## config.mk

```make
export PLATFORM = sky130hd
export DESIGN_NAME = crs_clock_reset
export DESIGN_NICKNAME = d
export VERILOG_FILES = /design/src/include/crs_pkg.sv /design/src/verilog/crs_clock_reset.sv
export VERILOG_INCLUDE_DIRS = /design/src /design/src/include
export SDC_FILE = /design/constraint.sdc
export NUM_CORES = 1
export LEC_CHECK = 0
export BUFFER_PORTS_ARGS = -buffer_cell sky130_fd_sc_hd__buf_2
export CORE_MARGIN = 2
export CORE_UTILIZATION = 40
export CTS_CLUSTER_SIZE = 14
export DETAILED_ROUTE_END_ITERATION = 12
export PLACE_DENSITY = 0.74
export SYNTH_ARGS = -nofsm -noshare
export SYNTH_HDL_FRONTEND = slang
export SYNTH_SLANG_ARGS = --single-unit
```

## constraint.sdc

```tcl
create_clock -name sys_clk -period 1.5 [get_ports sys_clk]
set_clock_uncertainty 0.1 [all_clocks]
set_input_delay 0.15 -clock sys_clk [delete_from_list [all_inputs] [get_ports sys_clk]]
set_output_delay 0.15 -clock sys_clk [all_outputs]
set_load 0.02 [all_outputs]
```

## src/include/crs_map.svh

```systemverilog
// Register offsets, field positions, reset values and timing counts of the clock/reset sequencer
`ifndef CRS_MAP_SVH
`define CRS_MAP_SVH
`define CRS_OFF_MAIN_CLOCK_CTRL_STATUS 8'h00
`define CRS_OFF_RC_TRIM 8'h04
`define CRS_OFF_OPTIONS 8'h08
`define CRS_OFF_SYSTEM_INTEGRITY_STATUS 8'h0C
`define CRS_MCCS_RESET 8'h00
`define CRS_TRIM_RESET 8'hFF
`define CRS_BIT_SLOW_SELECT 0
`define CRS_BIT_CLOCK_OUTPUT_ENABLE 1
`define CRS_BIT_LOCKED 3
`define CRS_SLOW_DIV 32
`define CRS_DELAY_SHORT 256
`define CRS_DELAY_LONG 4096
`define CRS_FETCH_CYCLES 2
`define CRS_VECTOR_ADDR 16'hFFFE
`define CRS_PLL_START_NS 32000
`define CRS_CLK_PERIOD_NS 8
`endif

```

## src/include/crs_pkg.sv

```systemverilog
// Types of the clock/reset sequencer
package crs_pkg;
    typedef enum logic [1:0] {
        CRS_SRC_EXT,
        CRS_SRC_XTAL,
        CRS_SRC_RC
    } crs_source_type;
    typedef enum logic [2:0] {
        CRS_ACTIVE,
        CRS_DELAY,
        CRS_PLL_WAIT,
        CRS_FETCH,
        CRS_RUN
    } crs_phase_type;
endpackage

```

## src/verilog/crs_clock_reset.sv

```systemverilog
// Clock selection, slow divider, trim register and reset sequencer with AXI4-Lite access
// How it works
// - Every reset restores the trim register to FFh.
// - Trim code drives RC frequency: 00h fastest, FFh slowest.
// - PLL multiplies 1 MHz by 4 or 8 per two option bits.
// - Without PLL: RC output if RC enabled, else external clock.
// - PLL withholds its output for the start delay on every start.
// - Lock bit sets once PLL output reaches operating frequency.
// - Clock output enable bit 1, reset clear; 1 drives clock out.
// - Slow select bit 0, reset clear; 1 divides CPU clock by 32.
// - Timer multiplier takes 8 MHz input times four.
// - Pin, low-voltage, watchdog sources; pin held low during delay.
// - Sequence: active phase, fixed delay, then vector fetch.
// - Delay 256 cycles for RC or external, 4096 for crystal.
// - Vector fetch lasts two cycles from FFFEh and FFFFh.
// - With PLL enabled, PLL start delay adds after reset delay.
// - Reset pin is open drain, also driven low externally.
// - External reset is caught asynchronously, without clock.
// - Crystal oscillator keeps running through reset.
// - Clock source fixed by non-volatile options, not registers.
// - Unused multi-oscillator means default port pin is external clock.
// - Lock flag is bit 3 of status, hardware-only.
//
// Chosen here: the AXI4-Lite register port and the register addresses.
`timescale 1ns/1ps
`include "crs_map.svh"
module crs_clock_reset #(
    parameter int DELAY_LONG = `CRS_DELAY_LONG,
    parameter int PLL_START_CYCLES = (`CRS_PLL_START_NS + `CRS_CLK_PERIOD_NS - 1)
        / `CRS_CLK_PERIOD_NS
) (
    input wire logic sys_clk,
    input wire logic rst_n,
    input wire logic [1:0] optSource,
    input wire logic optPllEnable,
    input wire logic optPllTimes8,
    input wire logic optMultiOscUsed,
    input wire logic oscInPin,
    input wire logic defaultExtClockPin,
    input wire logic rcClock,
    input wire logic pllLockRaw,
    input wire logic resetPinIn,
    input wire logic lowVoltageReset,
    input wire logic watchdogReset,
    output logic resetPinOut,
    output logic resetPinOe,
    output logic cpuReset,
    output logic vectorFetch,
    output logic [15:0] vectorAddr,
    output logic cpuClockEnable,
    output logic clockOutputPin,
    output logic clockOutputActive,
    output logic pllEnable,
    output logic pllTimes8,
    output logic timerPllEnable,
    output logic timerInputHalve,
    output logic [7:0] trimValue,
    output logic xtalRun,
    input wire logic [31:0] s_axi_awaddr,
    input wire logic s_axi_awvalid,
    output logic s_axi_awready,
    input wire logic [31:0] s_axi_wdata,
    input wire logic [3:0] s_axi_wstrb,
    input wire logic s_axi_wvalid,
    output logic s_axi_wready,
    output logic [1:0] s_axi_bresp,
    output logic s_axi_bvalid,
    input wire logic s_axi_bready,
    input wire logic [31:0] s_axi_araddr,
    input wire logic s_axi_arvalid,
    output logic s_axi_arready,
    output logic [31:0] s_axi_rdata,
    output logic [1:0] s_axi_rresp,
    output logic s_axi_rvalid,
    input wire logic s_axi_rready
);
    localparam int CNT_W = 16;
    localparam int DIV_W = $clog2(`CRS_SLOW_DIV);

    crs_pkg::crs_phase_type phase;
    logic [CNT_W-1:0] count;
    logic [7:0] mainClockCtrlStatus;
    logic [7:0] rcTrim;
    logic locked;
    logic [DIV_W-1:0] slowCount;
    logic slowActive;
    logic [1:0] pinSync, lvSync, wdSync, lockSync, oscSync, extSync, rcSync;
    logic anySource;
    logic rstSeq_n;
    logic [CNT_W-1:0] delayLast;
    logic oscClockSample;
    logic awTaken, wTaken;
    logic [7:0] awIdx, arIdx;

    // Pin reset clears the sequencer without a clock; the release is synchronised
    // Own pull-down is ignored, else the device would hold itself in reset
    assign anySource = !rst_n || (!resetPinIn && resetPinOe)
        || lowVoltageReset || watchdogReset;
    always_ff @(posedge sys_clk or posedge anySource) begin
        if (anySource)
            pinSync <= 2'b00;
        else
            pinSync <= {pinSync[0], 1'b1};
    end
    assign rstSeq_n = rst_n && pinSync[1];

    always_ff @(posedge sys_clk or negedge rst_n) begin
        if (!rst_n) begin
            lvSync <= 2'b00;
            wdSync <= 2'b00;
            lockSync <= 2'b00;
            oscSync <= 2'b00;
            extSync <= 2'b00;
            rcSync <= 2'b00;
        end else begin
            lvSync <= {lvSync[0], lowVoltageReset};
            wdSync <= {wdSync[0], watchdogReset};
            lockSync <= {lockSync[0], pllLockRaw};
            oscSync <= {oscSync[0], oscInPin};
            extSync <= {extSync[0], defaultExtClockPin};
            rcSync <= {rcSync[0], rcClock};
        end
    end

    // Delay length depends only on the option-fixed source
    assign delayLast = (optSource == crs_pkg::CRS_SRC_XTAL) ?
        CNT_W'(DELAY_LONG - 1) : CNT_W'(`CRS_DELAY_SHORT - 1);

    always_ff @(posedge sys_clk or negedge rstSeq_n) begin
        if (!rstSeq_n) begin
            phase <= crs_pkg::CRS_ACTIVE;
            count <= '0;
        end else if (lvSync[1] || wdSync[1]) begin
            phase <= crs_pkg::CRS_ACTIVE;
            count <= '0;
        end else begin
            unique case (phase)
                crs_pkg::CRS_ACTIVE: begin
                    phase <= crs_pkg::CRS_DELAY;
                    count <= '0;
                end
                crs_pkg::CRS_DELAY: begin
                    if (count == delayLast) begin
                        phase <= optPllEnable ? crs_pkg::CRS_PLL_WAIT
                            : crs_pkg::CRS_FETCH;
                        count <= '0;
                    end else begin
                        count <= count + 1'b1;
                    end
                end
                crs_pkg::CRS_PLL_WAIT: begin
                    if (count == CNT_W'(PLL_START_CYCLES - 1)) begin
                        phase <= crs_pkg::CRS_FETCH;
                        count <= '0;
                    end else begin
                        count <= count + 1'b1;
                    end
                end
                crs_pkg::CRS_FETCH: begin
                    if (count == CNT_W'(`CRS_FETCH_CYCLES - 1)) begin
                        phase <= crs_pkg::CRS_RUN;
                        count <= '0;
                    end else begin
                        count <= count + 1'b1;
                    end
                end
                crs_pkg::CRS_RUN: begin
                    count <= '0;
                end
            endcase
        end
    end

    // Open drain: enable low means pin pulled low
    assign resetPinOut = 1'b0;
    assign resetPinOe = !(phase == crs_pkg::CRS_ACTIVE
        || phase == crs_pkg::CRS_DELAY);
    assign cpuReset = (phase != crs_pkg::CRS_RUN) && (phase != crs_pkg::CRS_FETCH);
    assign vectorFetch = (phase == crs_pkg::CRS_FETCH);
    assign vectorAddr = `CRS_VECTOR_ADDR | 16'(count[0]);
    assign xtalRun = (optSource == crs_pkg::CRS_SRC_XTAL);
    assign pllEnable = optPllEnable && (optSource != crs_pkg::CRS_SRC_XTAL);
    assign pllTimes8 = optPllTimes8;
    // 8 MHz only from RC x8 or a halved 16 MHz clock
    assign timerPllEnable = (pllEnable && optPllTimes8)
        || optSource == crs_pkg::CRS_SRC_XTAL
        || (optSource == crs_pkg::CRS_SRC_EXT && !optPllEnable);
    assign timerInputHalve = !pllEnable;
    assign trimValue = rcTrim;

    // Oscillator clock seen as a sampled level for the output pin
    always_comb begin
        if (optSource == crs_pkg::CRS_SRC_RC)
            oscClockSample = rcSync[1];
        else if (optMultiOscUsed)
            oscClockSample = oscSync[1];
        else
            oscClockSample = extSync[1];
    end

    // Lock flag, withheld until the sequence reaches run
    always_ff @(posedge sys_clk or negedge rst_n) begin
        if (!rst_n)
            locked <= 1'b0;
        else
            locked <= pllEnable && lockSync[1]
                && phase == crs_pkg::CRS_RUN;
    end

    // Enter slow mode at once, leave it only at the end of a full slow period, so no short pulse appears
    always_ff @(posedge sys_clk or negedge rstSeq_n) begin
        if (!rstSeq_n) begin
            slowCount <= '0;
            slowActive <= 1'b0;
        end else begin
            slowCount <= slowActive ? slowCount + 1'b1 : '0;
            if (!slowActive || slowCount == DIV_W'(`CRS_SLOW_DIV - 1))
                slowActive <= mainClockCtrlStatus[`CRS_BIT_SLOW_SELECT];
        end
    end
    assign cpuClockEnable = !slowActive || slowCount == '0;

    always_ff @(posedge sys_clk or negedge rst_n) begin
        if (!rst_n)
            clockOutputPin <= 1'b0;
        else
            clockOutputPin <= mainClockCtrlStatus[`CRS_BIT_CLOCK_OUTPUT_ENABLE]
                && oscClockSample;
    end
    assign clockOutputActive = mainClockCtrlStatus[`CRS_BIT_CLOCK_OUTPUT_ENABLE];

    // AXI4-Lite write channel
    always_ff @(posedge sys_clk or negedge rst_n) begin
        if (!rst_n) begin
            awTaken <= 1'b0;
            wTaken <= 1'b0;
            awIdx <= '0;
            s_axi_bvalid <= 1'b0;
        end else begin
            if (s_axi_awvalid && s_axi_awready) begin
                awTaken <= 1'b1;
                awIdx <= s_axi_awaddr[7:0];
            end
            if (s_axi_wvalid && s_axi_wready)
                wTaken <= 1'b1;
            if (awTaken && wTaken) begin
                awTaken <= 1'b0;
                wTaken <= 1'b0;
                s_axi_bvalid <= 1'b1;
            end
            if (s_axi_bvalid && s_axi_bready)
                s_axi_bvalid <= 1'b0;
        end
    end
    assign s_axi_awready = !awTaken && !s_axi_bvalid;
    assign s_axi_wready = !wTaken && !s_axi_bvalid;
    assign s_axi_bresp = (awIdx == `CRS_OFF_MAIN_CLOCK_CTRL_STATUS
        || awIdx == `CRS_OFF_RC_TRIM) ? 2'h0 : 2'h2;

    logic [31:0] wdataHeld;
    always_ff @(posedge sys_clk or negedge rst_n) begin
        if (!rst_n)
            wdataHeld <= '0;
        else if (s_axi_wvalid && s_axi_wready)
            wdataHeld <= {s_axi_wstrb[0] ? 24'h000000 : 24'h000000,
                s_axi_wstrb[0] ? s_axi_wdata[7:0] : 8'h00};
    end

    logic strbHeld;
    always_ff @(posedge sys_clk or negedge rst_n) begin
        if (!rst_n)
            strbHeld <= 1'b0;
        else if (s_axi_wvalid && s_axi_wready)
            strbHeld <= s_axi_wstrb[0];
    end

    // Registers reset on every reset source through the sequencer reset
    always_ff @(posedge sys_clk or negedge rstSeq_n) begin
        if (!rstSeq_n) begin
            mainClockCtrlStatus <= `CRS_MCCS_RESET;
            rcTrim <= `CRS_TRIM_RESET;
        end else if (lvSync[1] || wdSync[1]) begin
            mainClockCtrlStatus <= `CRS_MCCS_RESET;
            rcTrim <= `CRS_TRIM_RESET;
        end else if (awTaken && wTaken && strbHeld) begin
            if (awIdx == `CRS_OFF_MAIN_CLOCK_CTRL_STATUS)
                mainClockCtrlStatus <= {6'h00, wdataHeld[1:0]};
            if (awIdx == `CRS_OFF_RC_TRIM)
                rcTrim <= wdataHeld[7:0];
        end
    end

    // AXI4-Lite read channel
    always_ff @(posedge sys_clk or negedge rst_n) begin
        if (!rst_n) begin
            s_axi_rvalid <= 1'b0;
            arIdx <= '0;
        end else if (s_axi_arvalid && s_axi_arready) begin
            s_axi_rvalid <= 1'b1;
            arIdx <= s_axi_araddr[7:0];
        end else if (s_axi_rvalid && s_axi_rready) begin
            s_axi_rvalid <= 1'b0;
        end
    end
    assign s_axi_arready = !s_axi_rvalid;
    always_comb begin
        unique case (arIdx)
            `CRS_OFF_MAIN_CLOCK_CTRL_STATUS: s_axi_rdata = {24'h000000, mainClockCtrlStatus};
            `CRS_OFF_RC_TRIM: s_axi_rdata = {24'h000000, rcTrim};
            `CRS_OFF_OPTIONS: s_axi_rdata = {27'h0000000, optMultiOscUsed, optPllTimes8,
                optPllEnable, optSource};
            `CRS_OFF_SYSTEM_INTEGRITY_STATUS: s_axi_rdata = 32'(locked) << `CRS_BIT_LOCKED;
            default: s_axi_rdata = 32'h00000000;
        endcase
    end
    assign s_axi_rresp = (arIdx[7:4] == 4'h0 && arIdx[1:0] == 2'h0) ? 2'h0 : 2'h2;
endmodule // crs_clock_reset

```

==> flow_summary.rst, run 1 <==
.. list-table::
   :header-rows: 1

   * - Metric
     - Value
   * - Highest achievable clock rate
     - around 560 MHz
   * - Slew @ Worst Pin
     - roughly 550 ps
   * - Slew headroom
     - 0.631
   * - Later-pin clock latency in the skew report
     - ~340 ps
   * - Post-Syn Area per Cell
     - about 11 sq um
   * - Type of the worst setup path
     - reg -> out
   * - Via count of the first global-routing pass
     - ~3,400
   * - Hold slack final
     - between 30 and 40 ps
   * - Routed length per placed instance
     - around 15 um
   * - CTS Root Cell
     - sky130_fd_sc_hd__clkbuf_8
   * - Number of synthesized register bits
     - 80
   * - Via-to-Cell Ratio
     - a little under 5
   * - Sequential fraction of the synthesis area
     - 0.506
   * - Total number of vias
     - approximately 3,300
   * - HP Class
     - in -> reg
   * - XOR/XNOR Fraction of Synth Area
     - 0.0353
   * - Worst setup slack before clock tree synthesis
     - -228 ps
   * - Die X
     - around 100 um
   * - Mux contribution to synthesized area
     - 0.0888
   * - CTS clk-pin slew, worst paths
     - around 80 ps
   * - Endpoint of the most critical register-to-register path
     - count[9]
   * - LEAKAGE
     - around 2.6 nW
   * - Sum of routed wire length over all layers
     - between 10 and 15 mm
   * - Final period utilization
     - 1.20
   * - Global-route usage over all layers
     - 0.189
   * - Share of flip-flops with an asynchronous set or reset after synthesis
     - 1.00
   * - Total of endpoints with negative setup slack in the final report
     - 36
   * - Final-report hold violation count
     - 0
   * - Detail Route Antenna Nets
     - 0
   * - Area of the mapped netlist
     - 0.00397 sq mm
   * - Die Span Y
     - 104 um
   * - Portion of synthesized cell area occupied by the leading cell type
     - 0.454
   * - Power share of the combinational group
     - 0.244
   * - Total negative slack for setup checks
     - -6180 ps
   * - Hpwl dp
     - around 6.7 mm
   * - Leading post-synthesis cells by instance count
     - sky130_fd_sc_hd__dfrtp_1 (72), sky130_fd_sc_hd__buf_4 (44), sky130_fd_sc_hd__nand2_1 (34)
   * - RSZ-0062 raised after global routing
     - yes
   * - H-tree depth reported by CTS
     - 3
   * - Clk pwr share
     - 0.256
   * - WHS Endpoint
     - wdataHeld[4]
   * - Adder-cell area share of the yosys netlist
     - 0.0157
   * - Violated checks
     - setup timing
   * - Number of enable flip-flop cells after synthesis
     - 0
   * - Residual DRC count
     - 0
   * - Initial standard-cell utilization of the core
     - 0.410
   * - Dominant cell by count in the synthesized netlist
     - sky130_fd_sc_hd__dfrtp_1
   * - Fraction of the mapped netlist area in simple logic gates
     - 0.156
   * - Global placer's final weighted congestion
     - between 0.8 and 0.9
   * - Length in cells of the worst reg-to-reg path
     - 5
   * - CTS tree
     - done
   * - Overall Power
     - about 5.5 mW
   * - Layout Nets
     - 655
   * - Sink count of the clock tree
     - 80
   * - Number of pins with negative max-slew slack in the final report
     - 0
   * - Outcome
     - finished, violations left
   * - Largest net degree at the start of global routing
     - 36
   * - Switching Share
     - 0.316
   * - CP Max Fanout
     - 4
   * - Count of warnings emitted by yosys
     - 1
   * - Beginning of the worst hold path
     - s_axi_wstrb[0]
   * - Reported max-cap violation count
     - 0
   * - Synth Instances
     - about 370
   * - Length of the first detailed-routing pass in iterations
     - 4
   * - Largest area contributor in the netlist
     - sky130_fd_sc_hd__dfrtp_1
   * - Overflow left after global routing
     - 0
   * - Data arrival time at the worst-slack endpoint
     - around 1600 ps
   * - Worst setup slack after layout
     - -299 ps
   * - Register-to-Register Setup Slack
     - -230 ps
   * - Antenna violations before repair
     - 0
   * - Kind of start point of the critical path
     - flip-flop
   * - Total internal power
     - approximately 3.8 mW
   * - Launch point of the worst reg-to-reg path
     - count[5]
   * - Dominant combinational cell family by area after synthesis
     - simple AND/OR/NAND/NOR gates
   * - Fraction of final layout cells sized beyond drive strength 1
     - 0.431
   * - # IOs
     - 196
   * - Critical path capture point type
     - output port
   * - Max VDD drop
     - 848 uV
   * - Final critical path time including I/O delays and setup
     - approximately 1800 ps
   * - Maximum buffer depth of the clock tree
     - 2
   * - Inserted Diodes
     - 0
   * - Count of input and output buffers
     - ~80
   * - Flop pwr share
     - 0.500
   * - Worst EP required
     - around 1300 ps
   * - Core Area
     - around 0.0097 sq mm
   * - Cell area power density
     - approximately 1000 mW/mm^2
   * - Hold-critical path depth
     - 3
   * - Number of standard-cell rows in the floorplan
     - 36
   * - Global-route wire length before repair
     - 16.4 mm
   * - Area added between synthesis and finish
     - 42.4%
   * - TritonCTS buffer count
     - 9
   * - Die outline area
     - between 0.01 and 0.015 sq mm
   * - Switching pwr
     - 1.75 mW
   * - Share of the synthesized area in compound gates (AO/OA/AOI/OAI)
     - 0.0822
   * - Largest cells by area after synthesis
     - sky130_fd_sc_hd__dfrtp_1 (45%), sky130_fd_sc_hd__buf_4 (8.3%), sky130_fd_sc_hd__dfstp_2 (5.3%), sky130_fd_sc_hd__mux2_2 (5.1%), sky130_fd_sc_hd__mux2i_1 (3.8%)
   * - Most used flip-flop cell after synthesis
     - sky130_fd_sc_hd__dfrtp_1
   * - Count of unique library cells instantiated by Yosys
     - 48
   * - Iter 0 DRT Violations
     - between 200 and 250
## flip-flops by register name (all words and copies together) (netlist names), 3 cells and up
signal	count
wdataHeld	8
count	16
trimValue	8
slowCount	5
awIdx	8
arIdx	8
phase	3
## metrics by stage
stage          std cells   util  area [sq um]
5_1_grt              669  0.584          5660
3_5_place_dp         607  0.482          4670
2_1_floorplan        410      -          4180
4_1_cts              670  0.569          5510
3_3_place_gp         607  0.482          4670
6_report             669  0.584          5660
## worst max-delay path by stage
| stage | start | to | slack, ps | depth (start not counted) |
|---|---|---|---|---|
| after floorplan | count[0] | count[5] | -190 | 6 |
| after CTS | arIdx[2] | s_axi_rdata[0] | -260 | 6 |
| after global routing | arIdx[2] | s_axi_rdata[1] | -370 | 6 |
| final | arIdx[2] | s_axi_rdata[1] | -300 | 6 |
| after global placement | count[1] | count[9] | -180 | 6 |
| after detailed placement | count[0] | count[13] | -230 | 6 |
## logic make-up (layout without fill, tap and decap cells)
family	count (synthesis)	count (layout)
buffers and inverters	73	198
and+or+nand+nor	116	117
xor gates and xnor gates	16	16
DFF	80	80
adders and majority gates	5	5
muxes	33	33
AOI/OAI and AO/OA	44	44
other	2	43
## cells in the final DEF (no fill, tap or decap), types with 12 or more instances in the layout
cell type,synthesis,final
sky130_fd_sc_hd__buf_4,44,44
sky130_fd_sc_hd__dlygate4sd3_1,0,36
sky130_fd_sc_hd__dfrtp_1,72,65
sky130_fd_sc_hd__conb_1,2,43
sky130_fd_sc_hd__nor2_1,23,19
sky130_fd_sc_hd__buf_2,4,65
sky130_fd_sc_hd__inv_1,17,16
sky130_fd_sc_hd__buf_6,1,19
sky130_fd_sc_hd__mux2_2,18,17
sky130_fd_sc_hd__mux2i_1,15,14
sky130_fd_sc_hd__nand2_1,34,33
sky130_fd_sc_hd__xnor2_1,13,12
## layout make-up
cell class                 count  area, sq um
sequential                    80         2020
inverter                      17         66.3
fill                         813         4030
clock inverter                 5         32.5
timing repair buffer         165         1250
clock buffer                  11          141
tap                          133          166
multi-input combinational    258         1980
## routing by layer
metal	GRT usage	vias up	share of wire
li1	-	1512	-
met1	0.225	1620	0.41
met4	0.0531	0	0.015
met2	0.350	112	0.53
met5	0	-	0
met3	0.0334	19	0.042
## worst max-delay path, cell delays in order (launching register included)
cell and delay, ps:
sky130_fd_sc_hd__dfrtp_2 450, sky130_fd_sc_hd__buf_6 130, sky130_fd_sc_hd__mux2i_1 110, sky130_fd_sc_hd__nor2_1 130, sky130_fd_sc_hd__a21oi_2 60, sky130_fd_sc_hd__nor2_1 150
sky130_fd_sc_hd__buf_4 180
## power groups by stage
stage	logic, mW	registers (mW)	clock network, mW
3_5_place_dp	1.14	2.78	0
5_1_grt	1.47	2.82	1.54
6_report	1.36	2.77	1.42
4_1_cts	1.30	2.75	1.42
2_1_floorplan	0.851	2.74	0
3_3_place_gp	1.11	2.76	0
## what timing repair did
item	4_1_cts	5_1_grt
endpoints found under the setup margin	37	45
hold buffers	36	0
resized for setup	62	31
pin swaps	15	13
setup buffers	10	0
endpoints found under the hold margin	76	0
cloned	1	0
Power figures use the tool's default switching activity.
==> run 2, diff against run 1 <==
Settings changed: CORE_ASPECT_RATIO from default to 0.75.
==> run 2 against run 1 <==
  * The flow still finishes with violations (setup timing)
  * Die area barely moved
  * Worst hold slack got worse by 26 ps
  * Total power up 17%
  * Utilization increased by 2.3 points
  * Largest cell class unchanged
  * Critical path type unchanged
  * Highest routed layer unchanged
  * Critical path depth stayed put
  * Largest power group unchanged
  * Sequential share of layout area shrank 1.2 points
  * Non-clock buffer count increased by 10
  * First-iteration DRC count shrank 17%
  * Combinational power increased by 3%
==> flow_summary.rst, run 2 (synthesis gave the netlist of run 1 again) <==
.. list-table::
   :header-rows: 1

   * - Metric
     - Value
   * - Total number of vias
     - 3,384 (+3.7%)
   * - CTS Root Cell
     - sky130_fd_sc_hd__clkbuf_16
   * - WHS Endpoint
     - wdataHeld[6]
   * - Fraction of final layout cells sized beyond drive strength 1
     - 0.451 (+0.0196)
   * - Global-route usage over all layers
     - 0.199 (+0.00966)
   * - Count of input and output buffers
     - 78 (unchanged)
   * - Launch point of the worst reg-to-reg path
     - count[6]
   * - Area added between synthesis and finish
     - 47.7%
   * - RSZ-0062 raised after global routing
     - yes
   * - Fill cell count
     - 707 (-13%)
   * - Worst setup slack after layout
     - -450 ps (-150 ps)
   * - Worst EP required
     - 1250 ps (about the same)
   * - Data arrival time at the worst-slack endpoint
     - 1700 ps (+150 ps)
   * - CP Max Fanout
     - 5 (+1)
   * - Antenna violations before repair
     - 0 (unchanged)
   * - TritonCTS buffer count
     - 9 (unchanged)
   * - Commonest cells after routing, fill and taps aside
     - sky130_fd_sc_hd__buf_2 (67), sky130_fd_sc_hd__dfrtp_1 (63), sky130_fd_sc_hd__buf_4 (54)
   * - H-tree depth reported by CTS
     - 3 (unchanged)
   * - Number of pins with negative max-slew slack in the final report
     - 0 (unchanged)
   * - Highest achievable clock rate
     - 513 MHz (-7.7%)
   * - Die X
     - 119 um (+15%)
   * - HP Class
     - in -> reg
   * - Global-route wire length before repair
     - 16.9 mm (+3.2%)
   * - Detail Route Antenna Nets
     - 0 (unchanged)
   * - Hold-critical path depth
     - 3 (unchanged)
   * - Global placer's final weighted congestion
     - 0.858 (+4.9%)
   * - Maximum buffer depth of the clock tree
     - 2 (unchanged)
   * - Beginning of the worst hold path
     - s_axi_wdata[6]
   * - Slowest cell on the critical path
     - sky130_fd_sc_hd__dfrtp_2
   * - Kind of start point of the critical path
     - flip-flop
   * - Largest register FFs
     - 16 (unchanged)
   * - Overflow left after global routing
     - 0 (unchanged)
   * - Cell breakdown of the critical path
     - buf_6 -> mux2i_1 -> nor2_1 -> a21oi_1 -> nor2_1 -> buf_2
   * - Die outline area
     - 0.0108 sq mm (about the same)
   * - Sink count of the clock tree
     - 80 (unchanged)
   * - Length in cells of the worst reg-to-reg path
     - 5 (unchanged)
   * - LEAKAGE
     - 2.75 nW (+5.1%)
   * - Max VDD drop
     - 841 uV (-0.81%)
   * - CTS clk-pin slew, worst paths
     - 70 ps (about the same)
   * - Via count of the first global-routing pass
     - 3,367 (-1.1%)
   * - Iter 0 DRT Violations
     - 176 (-17%)
   * - Reported max-cap violation count
     - 0 (unchanged)
   * - Residual DRC count
     - 0 (unchanged)
   * - Final critical path time including I/O delays and setup
     - 1950 ps (+150 ps)
   * - Length of the first detailed-routing pass in iterations
     - 4 (unchanged)
   * - Inserted Diodes
     - 0 (unchanged)
   * - Via-to-Cell Ratio
     - 4.99 (+2.3%)
   * - Number of standard-cell rows in the floorplan
     - 31 (-14%)
   * - Final period utilization
     - 1.30 (+0.100)
   * - Sum of routed wire length over all layers
     - 11.3 mm (+9.8%)
   * - Later-pin clock latency in the skew report
     - 340 ps (about the same)
   * - Core utilization of the finished layout
     - 0.607 (+0.0234)
   * - Peak per-stage delay on the critical path
     - 460 ps (about the same)
   * - Layout Nets
     - 665 (+1.5%)
   * - Largest net degree at the start of global routing
     - 45 (+25%)
   * - # IOs
     - 196 (unchanged)
   * - Final-report hold violation count
     - 0 (unchanged)
   * - Core Area
     - 0.00966 sq mm (-0.27%)
   * - Most flop-heavy register
     - count
   * - Type of the worst setup path
     - reg -> out
   * - Endpoint of the most critical register-to-register path
     - count[0]
   * - Violated checks
     - setup timing
   * - Critical path capture point type
     - output port
   * - Leading cell type in the layout, fill and taps excluded
     - sky130_fd_sc_hd__buf_2
   * - Hpwl dp
     - 6.71 mm (+0.55%)
   * - Total of endpoints with negative setup slack in the final report
     - 40 (+11%)
   * - Total negative slack for setup checks
     - -6920 ps (-747 ps)
   * - Die Span Y
     - 90.3 um (-13%)
   * - Most numerous cell on the critical path
     - sky130_fd_sc_hd__nor2_1
   * - Cell area power density
     - 1110 mW/mm^2 (+13%)
   * - Register-to-Register Setup Slack
     - -260 ps (-30 ps)
   * - Initial standard-cell utilization of the core
     - 0.411 (+0.00112)
   * - Outcome
     - finished, violations left
   * - Routed length per placed instance
     - 16.7 um (+8.4%)
   * - CTS tree
     - done
-- run 2: cell types whose count changed in the layout (fill, tap and decap cells not counted), moves of 3 or more --
cell / before / now
sky130_fd_sc_hd__buf_4: 44 / 54
sky130_fd_sc_hd__buf_6: 19 / 15
sky130_fd_sc_hd__clkbuf_16: 0 / 10
sky130_fd_sc_hd__clkbuf_8: 10 / 0
sky130_fd_sc_hd__nor2_1: 19 / 16
sky130_fd_sc_hd__nor2_2: 1 / 4
-- run 2: area by class of cell --
type                    instances  area (sq um)  area share
inverters                      17          66.3      0.0113
multi-input cells             258          1960       0.334
clock inverters                 7          86.3      0.0147
flip-flops and latches         80          2020       0.345
clock buffers                   9           225      0.0384
repair buffers                175          1340       0.228
well taps                     132           165      0.0282
-- run 2: through the flow --
step / instances / area, sq um / power [mW] / worst slack [ps] / hold WS [ps]
finish: 678 / 5870 / 6.50 / -450 / 8.57
global route: 678 / 5870 / 6.78 / -473 / 22.0
CTS: 673 / 5680 / 6.38 / -229 / 11.2
detailed placement: 609 / 4690 / 3.93 / -256 / 38.8
global placement: 609 / 4690 / 3.86 / -228 / 27.3
floorplan: 410 / 4180 / 3.59 / -189 / -246
-- run 2: where the power goes --
group          switching, mW  leakage, nW  internal (mW)
combinational          0.728         1.61          0.669
sequential             0.293        0.988           2.50
clock                  0.979        0.150           1.33
-- run 2: critical path, delay by kind of cell, from the launching register on --
family / cells / cell delay [ps]
buffers and inverters: 2 / 320
DFF: 1 / 460
muxes: 1 / 140
AOI/OAI and AO/OA: 1 / 250
and+or+nand+nor: 2 / 200
-- run 2: repair_timing --
action                                  in CTS  in global routing
buffers inserted                            12                  4
resized for setup                           59                 36
endpoints found under the hold margin       84                 50
pin swaps                                   17                 16
hold buffers                                35                  1
cloned                                       1                  1
endpoints found under the setup margin      41                 44
-- run 2: worst max path at each step --
stage                      to  slack [ps]     start
2_1_floorplan        count[5]        -190  count[0]
3_3_place_gp        count[15]        -230  count[0]
3_5_place_dp         count[0]        -260  count[9]
4_1_cts        s_axi_rdata[3]        -230  arIdx[2]
5_1_grt        s_axi_rdata[0]        -470  arIdx[2]
6_report       s_axi_rdata[0]        -450  arIdx[2]
-- run 2: layer usage --
metal  routed length (um)  part of all wire  global-route usage  up-vias
met2                 5670              0.50               0.338      163
met1                 4480              0.40               0.240     1646
met4                  470             0.042              0.0893        0
met5                    0                 0                   0        -
li1                     -                 -                   -     1538
met3                  674             0.060              0.0473       37
